File: src/inc/msfr_params.svh
// Purpose: Offsets, fixed read fills and reset values of the register bank.
// Assumes: Byte address on APB is four times the register index.
// Notes:   Definitions only.
`ifndef MSFR_PARAMS_SVH
`define MSFR_PARAMS_SVH

// Register indices; byte address is index times four.
`define MSFR_IDX_STATUS  6'h03
`define MSFR_IDX_FSR     6'h04
`define MSFR_IDX_PORT_A_DATA   6'h05
`define MSFR_IDX_PORT_B_DATA   6'h06
`define MSFR_IDX_POWER   6'h08
`define MSFR_IDX_WAKE    6'h09
`define MSFR_IDX_PC_HIGH_BUFFER  6'h0a
`define MSFR_IDX_PDOWN   6'h0b
`define MSFR_IDX_ODRAIN  6'h0c

// Fixed read values of unimplemented bits.
`define MSFR_FSR_FILL    2'h3
`define MSFR_POWER_FILL  5'h1f
`define MSFR_PC_HIGH_BUFFER_FILL 6'h00

// Reset values of the stored fields.
`define MSFR_RST_PORT_A_DATA   8'h00
`define MSFR_RST_PORT_B_DATA   8'h00
`define MSFR_RST_FSR     6'h00
`define MSFR_RST_WAKE    8'h00
`define MSFR_RST_PDOWN   8'hff
`define MSFR_RST_ODRAIN  8'h00
`define MSFR_RST_PC_HIGH_BUFFER  2'h0

// Pin synchroniser depth.
`define MSFR_SYNC_DEPTH  3

`endif

File: src/inc/msfr_pkg.sv
// Purpose: Types shared by the register bank and its users.
// Assumes: The core presents one ALU request and one event set per clock.
// Notes:   Constants live in msfr_params.svh.
package msfr_pkg;

  // Flag-affecting operation kinds.
  typedef enum logic [2:0] {
    MSFR_OP_ADD,
    MSFR_OP_SUB,
    MSFR_OP_ROR,
    MSFR_OP_ROL,
    MSFR_OP_LOGIC
  } msfr_alu_op_e;

  // One ALU request from the core.
  typedef struct packed {
    logic         valid;       // Request present this cycle.
    msfr_alu_op_e op;          // Operation kind.
    logic [7:0]   a;           // First operand, rotate source or logic result.
    logic [7:0]   b;           // Second operand.
    logic         dest_status; // Result goes to the status register.
  } msfr_alu_req_s;

  // Core and system events, one-cycle pulses.
  typedef struct packed {
    logic watchdog_clear_instr; // Watchdog clear executed.
    logic sleep_instr;          // Sleep executed.
    logic wdt_overflow;         // Watchdog timer overflowed.
    logic change_wake;          // Wake from sleep by port B change.
  } msfr_evt_s;

endpackage

File: src/hdl/msfr_top.sv
// Purpose: Special function register bank of a small 8-bit controller.
// Assumes: One clock, synchronous reset, APB register access.
// Notes:   Port pins are synchronised; the core supplies ALU requests.
`timescale 1ns/1ns
`default_nettype none
`include "msfr_params.svh"

module msfr_top (
  input  wire logic                   CLK,           // Core clock.
  input  wire logic                   RST,           // Synchronous reset, high.
  input  wire logic                   PSEL,          // APB select.
  input  wire logic                   PENABLE,       // APB enable.
  input  wire logic                   PWRITE,        // APB direction.
  input  wire logic [7:0]             PADDR,         // APB byte address.
  input  wire logic [31:0]            PWDATA,        // APB write data.
  output logic      [31:0]            PRDATA,        // APB read data.
  output logic                        PREADY,        // APB ready.
  output logic                        PSLVERR,       // APB error.
  input  wire msfr_pkg::msfr_alu_req_s ALU_REQ,      // ALU request.
  output logic      [7:0]             ALU_RESULT,    // Last ALU result.
  input  wire msfr_pkg::msfr_evt_s    CORE_EVT,      // Core events.
  input  wire logic                   PCL_WR,        // PC low byte written.
  input  wire logic [7:0]             PCL_DATA,      // New PC low byte.
  output logic                        PC_LOAD,       // PC load pulse.
  output logic      [9:0]             PC_TARGET,     // PC load value.
  input  wire logic [3:0]             DIR_A,         // Port A direction, 1 input.
  input  wire logic [7:0]             DIR_B,         // Port B direction, 1 input.
  input  wire logic [3:0]             PA_IN,         // Port A pin levels.
  output logic      [3:0]             PA_OUT,        // Port A drive value.
  output logic      [3:0]             PA_OE,         // Port A drive enable.
  input  wire logic [7:0]             PB_IN,         // Port B pin levels.
  output logic      [7:0]             PB_OUT,        // Port B drive value.
  output logic      [7:0]             PB_OE,         // Port B drive enable.
  output logic      [3:0]             PULLDOWN_A,    // Port A pull-down on.
  output logic      [2:0]             PULLDOWN_B,    // Port B pull-down on.
  output logic                        WDT_ENABLE,    // Watchdog enable.
  output logic                        LVD_ENABLE,    // Low-voltage detect enable.
  output logic                        EXT_INT,       // External interrupt level.
  output logic                        CHANGE_EVENT,  // Port B change pulse.
  output logic      [5:0]             INDIRECT_ADDR  // Indirect address.
);
  import msfr_pkg::*;

  // Stored register fields.
  logic       wake_cause_reg;         // Wake-up cause bit.
  logic [1:0] spare_status_bits_reg;  // General status storage.
  logic       watchdog_timeout_flag_reg;
  logic       power_down_flag_reg;
  logic       zero_flag_reg;          // Zero flag.
  logic       half_carry_flag_reg;    // Half carry flag.
  logic       carry_flag_reg;         // Carry flag.
  logic [5:0] indirect_pointer_reg;   // Pointer bits 5..0.
  logic [7:0] port_a_data_reg;        // Port A latch and storage.
  logic [7:0] port_b_data_reg;        // Port B latch.
  logic       watchdog_enable_reg;    // Watchdog enable.
  logic       interrupt_pin_select_reg;
  logic       low_voltage_detect_enable_reg;
  logic [7:0] change_wake_bits_reg;   // Per-pin change enables.
  logic [1:0] pc_high_buffer_reg;     // PC bits 9..8 source.
  logic [7:0] pull_down_control_reg;  // Active-low pull-downs.
  logic [7:0] open_drain_bits_reg;    // Open-drain enables.

  // APB decode.
  logic       setup_phase;            // First cycle of a transfer.
  logic       wr_hit;                 // Write takes effect now.
  logic [5:0] idx;                    // Register index.
  logic       aligned;                // Low address bits zero.
  logic [7:0] rd_byte;                // Read mux output.
  logic       rd_ok;                  // Address is mapped.
  logic       err_reg;                // Latched error answer.

  // Pin synchronisers and stable levels.
  logic [7:0] pb_s1_reg;              // Port B first stage.
  logic [7:0] pb_s2_reg;              // Port B second stage.
  logic [7:0] pb_s3_reg;              // Port B third stage.
  logic [7:0] pb_stable_reg;          // Port B accepted level.
  logic [7:0] pb_stable_next;         // Port B next accepted level.
  logic [3:0] pa_s1_reg;              // Port A first stage.
  logic [3:0] pa_s2_reg;              // Port A second stage.
  logic [3:0] pa_s3_reg;              // Port A third stage.
  logic [3:0] pa_stable_reg;          // Port A accepted level.
  logic [7:0] change_mask;            // Pins allowed to report change.

  // ALU flag results.
  logic [8:0] sum9;                   // Full sum with carry out.
  logic [4:0] sum5;                   // Low nibble sum.
  logic [7:0] alu_res;                // Operation result.
  logic       alu_c;                  // Carry result.
  logic       alu_dc;                 // Half carry result.
  logic       alu_z;                  // Zero result.
  logic       aff_zdc;                // Op touches zero flag.
  logic       aff_c;                  // Op touches carry.
  logic       aff_dc;                 // Op touches half carry.

  assign setup_phase = PSEL && !PENABLE;
  assign wr_hit      = PSEL && PENABLE && PWRITE && PREADY;
  assign idx         = PADDR[7:2];
  assign aligned     = (PADDR[1:0] == 2'h0);
  assign PREADY      = 1'b1;
  assign PSLVERR     = PSEL && PENABLE && err_reg;

  // Read mux; unimplemented bits show their fixed value.
  always_comb begin
    rd_byte = 8'h00;
    rd_ok   = aligned;
    unique case (idx)
      `MSFR_IDX_STATUS: begin
        rd_byte = {wake_cause_reg, spare_status_bits_reg,
                   watchdog_timeout_flag_reg, power_down_flag_reg,
                   zero_flag_reg, half_carry_flag_reg, carry_flag_reg};
      end
      `MSFR_IDX_FSR: begin
        rd_byte = {`MSFR_FSR_FILL, indirect_pointer_reg};
      end
      `MSFR_IDX_PORT_A_DATA: begin
        rd_byte = {port_a_data_reg[7:4], pa_stable_reg};
      end
      `MSFR_IDX_PORT_B_DATA: begin
        rd_byte = pb_stable_reg;
      end
      `MSFR_IDX_POWER: begin
        rd_byte = {watchdog_enable_reg, interrupt_pin_select_reg,
                   low_voltage_detect_enable_reg, `MSFR_POWER_FILL};
      end
      `MSFR_IDX_WAKE: begin
        rd_byte = change_wake_bits_reg;
      end
      `MSFR_IDX_PC_HIGH_BUFFER: begin
        rd_byte = {`MSFR_PC_HIGH_BUFFER_FILL, pc_high_buffer_reg};
      end
      `MSFR_IDX_PDOWN: begin
        rd_byte = pull_down_control_reg;
      end
      `MSFR_IDX_ODRAIN: begin
        rd_byte = open_drain_bits_reg;
      end
      default: begin
        rd_ok = 1'b0;
      end
    endcase
  end

  // Read data and error are captured in the setup cycle.
  always_ff @(posedge CLK) begin
    if (RST) begin
      PRDATA  <= 32'h0000_0000;
      err_reg <= 1'b0;
    end else if (setup_phase) begin
      PRDATA  <= {24'h00_0000, rd_ok ? rd_byte : 8'h00};
      err_reg <= !rd_ok;
    end
  end

  // ALU: subtract adds the complement; rotates go through carry.
  always_comb begin
    sum9    = 9'h000;
    sum5    = 5'h00;
    alu_res = ALU_REQ.a;
    alu_c   = carry_flag_reg;
    aff_zdc = 1'b0;
    aff_c   = 1'b0;
    aff_dc  = 1'b0;
    unique case (ALU_REQ.op)
      MSFR_OP_ADD: begin
        sum9    = {1'b0, ALU_REQ.a} + {1'b0, ALU_REQ.b};
        sum5    = {1'b0, ALU_REQ.a[3:0]} + {1'b0, ALU_REQ.b[3:0]};
        alu_res = sum9[7:0];
        alu_c   = sum9[8];
        aff_zdc = 1'b1;
        aff_c   = 1'b1;
        aff_dc  = 1'b1;
      end
      MSFR_OP_SUB: begin
        sum9    = {1'b0, ALU_REQ.a} + {1'b0, ~ALU_REQ.b} + 9'h001;
        sum5    = {1'b0, ALU_REQ.a[3:0]} + {1'b0, ~ALU_REQ.b[3:0]} + 5'h01;
        alu_res = sum9[7:0];
        alu_c   = sum9[8];
        aff_zdc = 1'b1;
        aff_c   = 1'b1;
        aff_dc  = 1'b1;
      end
      MSFR_OP_ROR: begin
        alu_res = {carry_flag_reg, ALU_REQ.a[7:1]};
        alu_c   = ALU_REQ.a[0];
        aff_c   = 1'b1;
      end
      MSFR_OP_ROL: begin
        alu_res = {ALU_REQ.a[6:0], carry_flag_reg};
        alu_c   = ALU_REQ.a[7];
        aff_c   = 1'b1;
      end
      MSFR_OP_LOGIC: begin
        aff_zdc = 1'b1;
      end
      default: begin
        alu_res = ALU_REQ.a;
      end
    endcase
    alu_dc = sum5[4];
    alu_z  = (alu_res == 8'h00);
  end

  // Last ALU result for the core.
  always_ff @(posedge CLK) begin
    if (RST) begin
      ALU_RESULT <= 8'h00;
    end else if (ALU_REQ.valid) begin
      ALU_RESULT <= alu_res;
    end
  end

  // Arithmetic flags; an ALU update wins over a bus write.
  always_ff @(posedge CLK) begin
    if (RST) begin
      zero_flag_reg       <= 1'b0;
      half_carry_flag_reg <= 1'b0;
      carry_flag_reg      <= 1'b0;
    end else if (ALU_REQ.valid && (aff_zdc || aff_c)) begin
      // All written flag bits are dropped; flags the op does not touch keep their value.
      if (aff_zdc) begin
        zero_flag_reg <= alu_z;
      end
      if (aff_dc) begin
        half_carry_flag_reg <= alu_dc;
      end
      if (aff_c) begin
        carry_flag_reg <= alu_c;
      end
    end else if (wr_hit && idx == `MSFR_IDX_STATUS) begin
      zero_flag_reg       <= PWDATA[2];
      half_carry_flag_reg <= PWDATA[1];
      carry_flag_reg      <= PWDATA[0];
    end
  end

  // Spare status bits take bus writes and status-destination results.
  always_ff @(posedge CLK) begin
    if (RST) begin
      spare_status_bits_reg <= 2'h0;
    end else if (ALU_REQ.valid && ALU_REQ.dest_status) begin
      spare_status_bits_reg <= alu_res[6:5];
    end else if (wr_hit && idx == `MSFR_IDX_STATUS) begin
      spare_status_bits_reg <= PWDATA[6:5];
    end
  end

  // Reset flags change only on hardware events, never on writes.
  always_ff @(posedge CLK) begin
    if (RST) begin
      power_down_flag_reg       <= 1'b1;
      watchdog_timeout_flag_reg <= 1'b1;
    end else begin
      if (CORE_EVT.watchdog_clear_instr) begin
        power_down_flag_reg <= 1'b1;
      end else if (CORE_EVT.sleep_instr) begin
        power_down_flag_reg <= 1'b0;
      end
      if (CORE_EVT.watchdog_clear_instr || CORE_EVT.sleep_instr) begin
        watchdog_timeout_flag_reg <= 1'b1;
      end else if (CORE_EVT.wdt_overflow) begin
        watchdog_timeout_flag_reg <= 1'b0;
      end
    end
  end

  // Wake cause is set only by a change wake; every reset clears it.
  always_ff @(posedge CLK) begin
    if (RST) begin
      wake_cause_reg <= 1'b0;
    end else if (CORE_EVT.change_wake) begin
      wake_cause_reg <= 1'b1;
    end
  end

  // Indirect pointer keeps six bits only.
  always_ff @(posedge CLK) begin
    if (RST) begin
      indirect_pointer_reg <= `MSFR_RST_FSR;
    end else if (wr_hit && idx == `MSFR_IDX_FSR) begin
      indirect_pointer_reg <= PWDATA[5:0];
    end
  end
  assign INDIRECT_ADDR = indirect_pointer_reg;

  // Port data latches; only port A bits 7..4 of a write reach the read path.
  always_ff @(posedge CLK) begin
    if (RST) begin
      port_a_data_reg <= `MSFR_RST_PORT_A_DATA;
      port_b_data_reg <= `MSFR_RST_PORT_B_DATA;
    end else if (wr_hit) begin
      if (idx == `MSFR_IDX_PORT_A_DATA) begin
        port_a_data_reg <= PWDATA[7:0];
      end
      if (idx == `MSFR_IDX_PORT_B_DATA) begin
        port_b_data_reg <= PWDATA[7:0];
      end
    end
  end

  // Power control: only the three enables are stored.
  always_ff @(posedge CLK) begin
    if (RST) begin
      watchdog_enable_reg           <= 1'b0;
      interrupt_pin_select_reg      <= 1'b0;
      low_voltage_detect_enable_reg <= 1'b0;
    end else if (wr_hit && idx == `MSFR_IDX_POWER) begin
      watchdog_enable_reg           <= PWDATA[7];
      interrupt_pin_select_reg      <= PWDATA[6];
      low_voltage_detect_enable_reg <= PWDATA[5];
    end
  end
  assign WDT_ENABLE = watchdog_enable_reg;
  assign LVD_ENABLE = low_voltage_detect_enable_reg;

  // Change enables, pull-downs and open-drain controls.
  always_ff @(posedge CLK) begin
    if (RST) begin
      change_wake_bits_reg  <= `MSFR_RST_WAKE;
      pull_down_control_reg <= `MSFR_RST_PDOWN;
      open_drain_bits_reg   <= `MSFR_RST_ODRAIN;
    end else if (wr_hit) begin
      if (idx == `MSFR_IDX_WAKE) begin
        change_wake_bits_reg <= PWDATA[7:0];
      end
      if (idx == `MSFR_IDX_PDOWN) begin
        pull_down_control_reg <= PWDATA[7:0];
      end
      if (idx == `MSFR_IDX_ODRAIN) begin
        open_drain_bits_reg <= PWDATA[7:0];
      end
    end
  end

  // High buffer: bus writes only; the PC never copies back into it.
  always_ff @(posedge CLK) begin
    if (RST) begin
      pc_high_buffer_reg <= `MSFR_RST_PC_HIGH_BUFFER;
    end else if (wr_hit && idx == `MSFR_IDX_PC_HIGH_BUFFER) begin
      pc_high_buffer_reg <= PWDATA[1:0];
    end
  end

  // Only a low-byte write loads the PC with the buffered top bits.
  always_ff @(posedge CLK) begin
    if (RST) begin
      PC_LOAD   <= 1'b0;
      PC_TARGET <= 10'h000;
    end else begin
      PC_LOAD <= PCL_WR;
      if (PCL_WR) begin
        PC_TARGET <= {pc_high_buffer_reg, PCL_DATA};
      end
    end
  end

  // Three-stage pin synchronisers; a level counts once stages 2 and 3 agree.
  always_ff @(posedge CLK) begin
    if (RST) begin
      pb_s1_reg     <= 8'h00;
      pb_s2_reg     <= 8'h00;
      pb_s3_reg     <= 8'h00;
      pb_stable_reg <= 8'h00;
      pa_s1_reg     <= 4'h0;
      pa_s2_reg     <= 4'h0;
      pa_s3_reg     <= 4'h0;
      pa_stable_reg <= 4'h0;
    end else begin
      pb_s1_reg     <= PB_IN;
      pb_s2_reg     <= pb_s1_reg;
      pb_s3_reg     <= pb_s2_reg;
      pb_stable_reg <= pb_stable_next;
      pa_s1_reg     <= PA_IN;
      pa_s2_reg     <= pa_s1_reg;
      pa_s3_reg     <= pa_s2_reg;
      pa_stable_reg <= (pa_s2_reg & pa_s3_reg) | (pa_stable_reg & (pa_s2_reg ^ pa_s3_reg));
    end
  end
  assign pb_stable_next = (pb_s2_reg & pb_s3_reg) | (pb_stable_reg & (pb_s2_reg ^ pb_s3_reg));

  // Pin 0 reports no change while it serves the external interrupt.
  assign change_mask = change_wake_bits_reg & {7'h7f, !interrupt_pin_select_reg};

  // Change pulse on the same edge as an enabled pin's accepted level moves.
  always_ff @(posedge CLK) begin
    if (RST) begin
      CHANGE_EVENT <= 1'b0;
    end else begin
      CHANGE_EVENT <= |((pb_stable_next ^ pb_stable_reg) & change_mask);
    end
  end

  // Interrupt path from pin 0 is open only when selected.
  assign EXT_INT = interrupt_pin_select_reg && pb_stable_reg[0];

  // Port A push-pull drivers and active-low pull-downs of ports A and B.
  assign PA_OUT     = port_a_data_reg[3:0];
  assign PA_OE      = ~DIR_A;
  assign PULLDOWN_A = ~pull_down_control_reg[3:0] & DIR_A;
  assign PULLDOWN_B = ~pull_down_control_reg[6:4] & DIR_B[2:0];

  // Port B drivers; open-drain pins only pull low.
  genvar gi;
  generate
    for (gi = 0; gi < 8; gi++) begin : g_pb
      if (gi == 3) begin : g_od_only
        // Pin 3 is open-drain while its direction bit is 0.
        assign PB_OUT[gi] = 1'b0;
        assign PB_OE[gi]  = !DIR_B[gi] && !port_b_data_reg[gi];
      end else begin : g_normal
        // Open-drain bit set: drive low only, else push-pull.
        assign PB_OUT[gi] = port_b_data_reg[gi] && !open_drain_bits_reg[gi];
        assign PB_OE[gi]  = !DIR_B[gi] &&
                            !(open_drain_bits_reg[gi] && port_b_data_reg[gi]);
      end
    end
  endgenerate

endmodule
`default_nettype wire

File: config.mk
export PLATFORM = sky130hd
export DESIGN_NAME = msfr_top
export DESIGN_NICKNAME = d
export VERILOG_FILES = /design/src/inc/msfr_pkg.sv /design/src/hdl/msfr_top.sv
export VERILOG_INCLUDE_DIRS = /design/src /design/src/inc
export SDC_FILE = /design/constraint.sdc
export NUM_CORES = 1
export LEC_CHECK = 0
export BUFFER_PORTS_ARGS = -buffer_cell sky130_fd_sc_hd__buf_4
export CAP_MARGIN = 20
export CORE_AREA = 2 2 144 146
export DETAILED_ROUTE_END_ITERATION = 12
export DIE_AREA = 0 0 146 148
export SYNTH_ARGS = -nofsm -noshare
export SYNTH_HDL_FRONTEND = slang
export SYNTH_SLANG_ARGS = --single-unit
File: constraint.sdc
create_clock -name CLK -period 1.8 [get_ports CLK]
set_input_delay 0 -clock CLK [delete_from_list [all_inputs] [get_ports CLK]]
set_output_delay 0 -clock CLK [all_outputs]
set_load 0.005 [all_outputs]
# Word level (Yosys, flattened, before mapping)
# Index checks and enable logic that the tools add are counted.
# totals
input_bits	103
latch_bits	0
output_inout_bits	94
ramBits	0
romBits	0
n_memories	0
ff_bits	136
wordCells	173
# classes
n_bitwise	18
n_addsub	6
order_cmp	0
reduce_logical	81
div_mod_pow	0
n_shift	0
n_mul	0
muxes	20
n_eq_ne	17
# ops
operator	count
case mux 8 bit (9 select lines)	1
logical AND 1 bit	33
bitwise AND 8 bit	4
case mux 8 bit (4 select lines)	1
== test 6 x 4 -> 1 bit (second input constant)	5
zero test 1 bit	26
adder 8 x 8 -> 9 bit	2
== test 6 x 3 -> 1 bit (second input constant)	3
bitwise XOR 8 bit	2
AND reduction 2 bit	7
2-to-1 mux 1 bit	13
bitwise AND 4 bit	3
NOT 4 bit	3
adder 4 x 4 -> 5 bit	2
case mux 5 bit (2 select lines)	1
adder 9 x 1 -> 9 bit (second input constant)	1
OR reduction 9 bit	1
zero test 8 bit	1
2-to-1 mux 8 bit	1
NOT 8 bit	1
bitwise OR 8 bit	1
OR reduction 8 bit	1
== test 3 x 2 -> 1 bit (second input constant)	2
== test 6 x 2 -> 1 bit (second input constant)	1
other kinds (19)	26

# Longest topological paths before layout
# logic_depth
ltp_word	7
mapped_depth	11
mapped_depth_nobuf	11

# Worst setup path before layout
# OpenSTA, ideal clock, no wires.
# synth_timing
kind	input to register
startpoint	input ALU_REQ[1] (netlist name)
endpoint	register zero_flag_reg
required_ns	1.741
path_stages	9
setup_time_ns	0.059
arrival_ns	1.769
slack_ns	-0.028
path_cell_list	ha_1 fa_1 nor3b_1 a211oi_1 o22ai_1 o2bb2ai_1 a31oi_1 nor4_1 a31o_1
# synth_via
elab_chain_len	7
# synth_lines
item	line	rtl
from (decl)	msfr_top.sv:19	input wire msfr_pkg::msfr_alu_req_s ALU_REQ,
NOT 8 bit	msfr_top.sv:174	sum9 = {1'b0, ALU_REQ.a} + {1'b0, ~ALU_REQ.b} + 9'h001;
adder 8 x 8 -> 9 bit	msfr_top.sv:174	
adder 9 x 1 -> 9 bit	msfr_top.sv:174	
case mux 8 bit (4 select lines) (*)	msfr_top.sv:163	unique case (ALU_REQ.op)
zero test 8 bit (*)	msfr_top.sv:200	alu_z = (alu_res == 8'h00);
2-to-1 mux 1 bit (*)	msfr_top.sv:220	if (aff_zdc) begin
2-to-1 mux 1 bit (*)	msfr_top.sv:218	end else if (ALU_REQ.valid && (aff_zdc || aff_c)) begin
to (signal assigned)	msfr_top.sv:221	zero_flag_reg <= alu_z;
to (signal assigned)	msfr_top.sv:230	zero_flag_reg <= PWDATA[2];
to (decl)	msfr_top.sv:49	logic zero_flag_reg;
# Every way passes the cells marked *; elsewhere a longest branch is shown, timed or not. The select of a mux whose other input is x is not followed.
# A chain may end at the register's enable or synchronous reset.

# Worst setup path in the final report
# layout_timing
startpoint	register pc_high_buffer_reg[0]
endpoint	register PRDATA[0]
# layout_via
elab_chain_len	2
# layout_lines
item	line	rtl
from (decl)	msfr_top.sv:59	logic [1:0] pc_high_buffer_reg;
from (signal assigned)	msfr_top.sv:337	pc_high_buffer_reg <= `MSFR_RST_PC_HIGH_BUFFER;
from (signal assigned)	msfr_top.sv:339	pc_high_buffer_reg <= PWDATA[1:0];
case mux 8 bit (9 select lines)	msfr_top.sv:106	unique case (idx)
2-to-1 mux 8 bit	msfr_top.sv:149	PRDATA <= {24'h00_0000, rd_ok ? rd_byte : 8'h00};
to (signal assigned)	msfr_top.sv:149	
to (decl)	msfr_top.sv:16	output logic [31:0] PRDATA,
# No other way between the ends.

==> impl_metrics.toml <==
[outcome]
status = "finished, final reports clean"

[sta]
finalHoldViolCount = 0
fin_crit_ns = 1.72
rsz0062_at_grt = "yes"
worstMarginPinSlew_ns = 0.703
whs_ns = 0.0504
fmaxAchievable_mhz = 582
skew_ns = 0.00560
fin_ws_ns = 0.0822
slew-limit-headroom = 0.528
period_share = 0.954
drv_slew = 0
setup_violations = 0

[global_routing]
grt_first_pass_wirelength_um = 31900
grt_max_degree = 124
grt_pass1_vias = 6009
antenna_found_initial = 0
grt_use_total = 0.186
overflow = 0

[synth]
synth_compound_area_frac = 0.159
synth_edf_count = 0
synthArstFlopShare = 0
syn_area_mm2 = 0.00686
synth.yosys.seq_area_share = 0.397
synthTopCellsByCount = "dfxtp_1 (136), nor2_1 (92), a21oi_1 (78)"
avgSynthCellArea_um2 = 8.53
synth_top_area_cell = "dfxtp_1"
postSynthCellCount = 805
yosys.area_share.simple = 0.213
synth_seq_cells = 136
synth_xor_area_frac = 0.00255
synthMuxAreaShare = 0.0919
synth_area_leaders = "dfxtp_1 (40%), mux2i_1 (6.6%), nor2b_1 (5.9%)"
synth_top_area_frac = 0.397
ys.warnings.count = 0
synth_top_family_by_area = "simple AND/OR/NAND/NOR gates"
synth_flop_cell = "dfxtp_1"
synth.distinct_cells = 63
synth_most_common_cell = "dfxtp_1"
synthAdderAreaFrac = 0.0587

[clocking]
cts-root-buf = "clkbuf_16"
clk_pin_slew_ns = 0.06
cts_tree = "done"
clk_latency_ns = 0.41
cts.path.max_buffers = 2
cts_sinks = 136
htree_levels = 4
numCtsBuffers = 17

[critical_path]
crit_fanout = 3
worstPathCellList = "mux2_4, a22o_1, a222oi_1, a41oi_1, a21oi_1, nor2_1"
criticalPathCategory = "flip-flop to flip-flop"
required_ns = 2.08
end_kind = "flip-flop"
cp.buffers_inverters = 0
r2r_setup_slack_ns = 0.08
crit_family = "compound AO/OA/AOI/OAI gates"
critical-path-max-stage-delay_ns = 0.33
slowest_stage = "a222oi_1"
start_kind = "flip-flop"
crit_arrival_ns = 2.00

[finish]
fillers = 1956
largest_reg_flops = 10
drive_above_1_share = 0.265
fin_area_mm2 = 0.00961
final_cells = 1302
diodes = 0
regMostFlops = "PC_TARGET"
fin_nets = 1154
syn_to_final_growth_pct = 40.0

[placed_design]
globalplace.congestion = 0.906
io_buffers = 146
dp.cells = 1223
dp_hpwl_um = 14700
place_ws_ns = -0.340
placedInstanceArea_mm2 = 0.00840

[routing]
num_vias = 6305
wl_um = 20100
drt_pre_antenna_iters = 5
postRouteAntennaNets = 0
remaining_drc_errors = 0
initialDrtViolationCount = 422
viasPerCell = 4.84
wl_per_cell_um = 15.4

[worst_hold_path]
hp-class = "input port to flip-flop"

[die]
die_x_um = 146
initial_core_util = 0.342
num_rows = 52
die-area_mm2 = 0.0216
fp.dieH_um = 148
core_area_mm2 = 0.0200
ioPinCount = 197

[pwr]
power.density_mw_per_mm2 = 860
ir_worst_vdd_uv = 660
p_leak_nw = 4.14
finalPower_w = 0.00827

[job]
maxCapViolCount = 0
worst min-delay path: cells and delay by family:
family / cells / cell delay, ns
AND/OR/NAND/NOR: 2 / 0.16
buffers and inverters: 1 / 0.18
AO/OA/AOI/OAI: 1 / 0.06
stage by stage:
stage / util / setup TNS [ns]
after CTS: 0.476 / 0
final: 0.480 / 0
after detailed placement: 0.419 / -2.50
after global routing: 0.480 / -0.0715
after floorplan: - / 0
after global placement: 0.419 / -2.12
per-layer routing:
layer | share of wire | track usage
met1 | 0.46 | 0.247
met2 | 0.46 | 0.301
met3 | 0.075 | 0.0549
met4 | 0.0099 | 0.0388
met5 | 0 | 0
logic make-up after synthesis:
logic type	after synthesis
xor+xnor	2
buf+inv	104
flops	136
mux	60
compound gates	170
simple gates	300
other cells	2
fa+ha+maj	31
final timing paths:
check	startpoint	to	cells past startpoint
worst max-delay path	pc_high_buffer_reg[0]	PRDATA[0]	6
worst min-delay path	ALU_REQ[19]	half_carry_flag_reg	4
worst max register to register	pc_high_buffer_reg[0]	PRDATA[0]	6
worst min register to register	pb_s1_reg[7]	pb_s2_reg[7]	1
repair_timing:
item | in CTS | in global routing
endpoints found under the setup margin | 0 | 6
setup buffers | 0 | 3
resized for setup | 0 | 13
endpoints found under the hold margin | 87 | 0
hold buffers | 45 | 0
final cells by class:
class                   instances  area (um^2)  share of cell area
clock buffers                  19          453              0.0471
flip-flops and latches        136         2730               0.284
clock inverters                12          245              0.0255
well taps                     270          338              0.0352
repair buffers                251         2020               0.210
inverters                      25         93.8             0.00976
multi-input cells             589         3730               0.388
power breakdown:
part | switching (W) | leakage [nW] | total [W] | internal (W)
combinational | 0.000509 | 2.69 | 0.00105 | 0.000537
clock | 0.00129 | 0.339 | 0.00410 | 0.00281
sequential | 0.0000425 | 1.11 | 0.00313 | 0.00308
total | 0.00184 | 4.14 | 0.00827 | 0.00643
placed cells by master (no fill, tap or decap), types with 9 or more instances in the layout:
cell / instances
a211o_1: 9
mux2i_1: 45
ha_1: 29
nand2b_1: 11
buf_4: 204
mux2_2: 12
inv_1: 25
nor2b_1: 65
nor2_1: 92
conb_1: 26
o21ai_0: 21
nand2_1: 73
dfxtp_1: 132
clkbuf_16: 17
dlygate4sd3_1: 45
nand3_1: 24
a21oi_1: 77
Power figures use the tool's default switching activity.
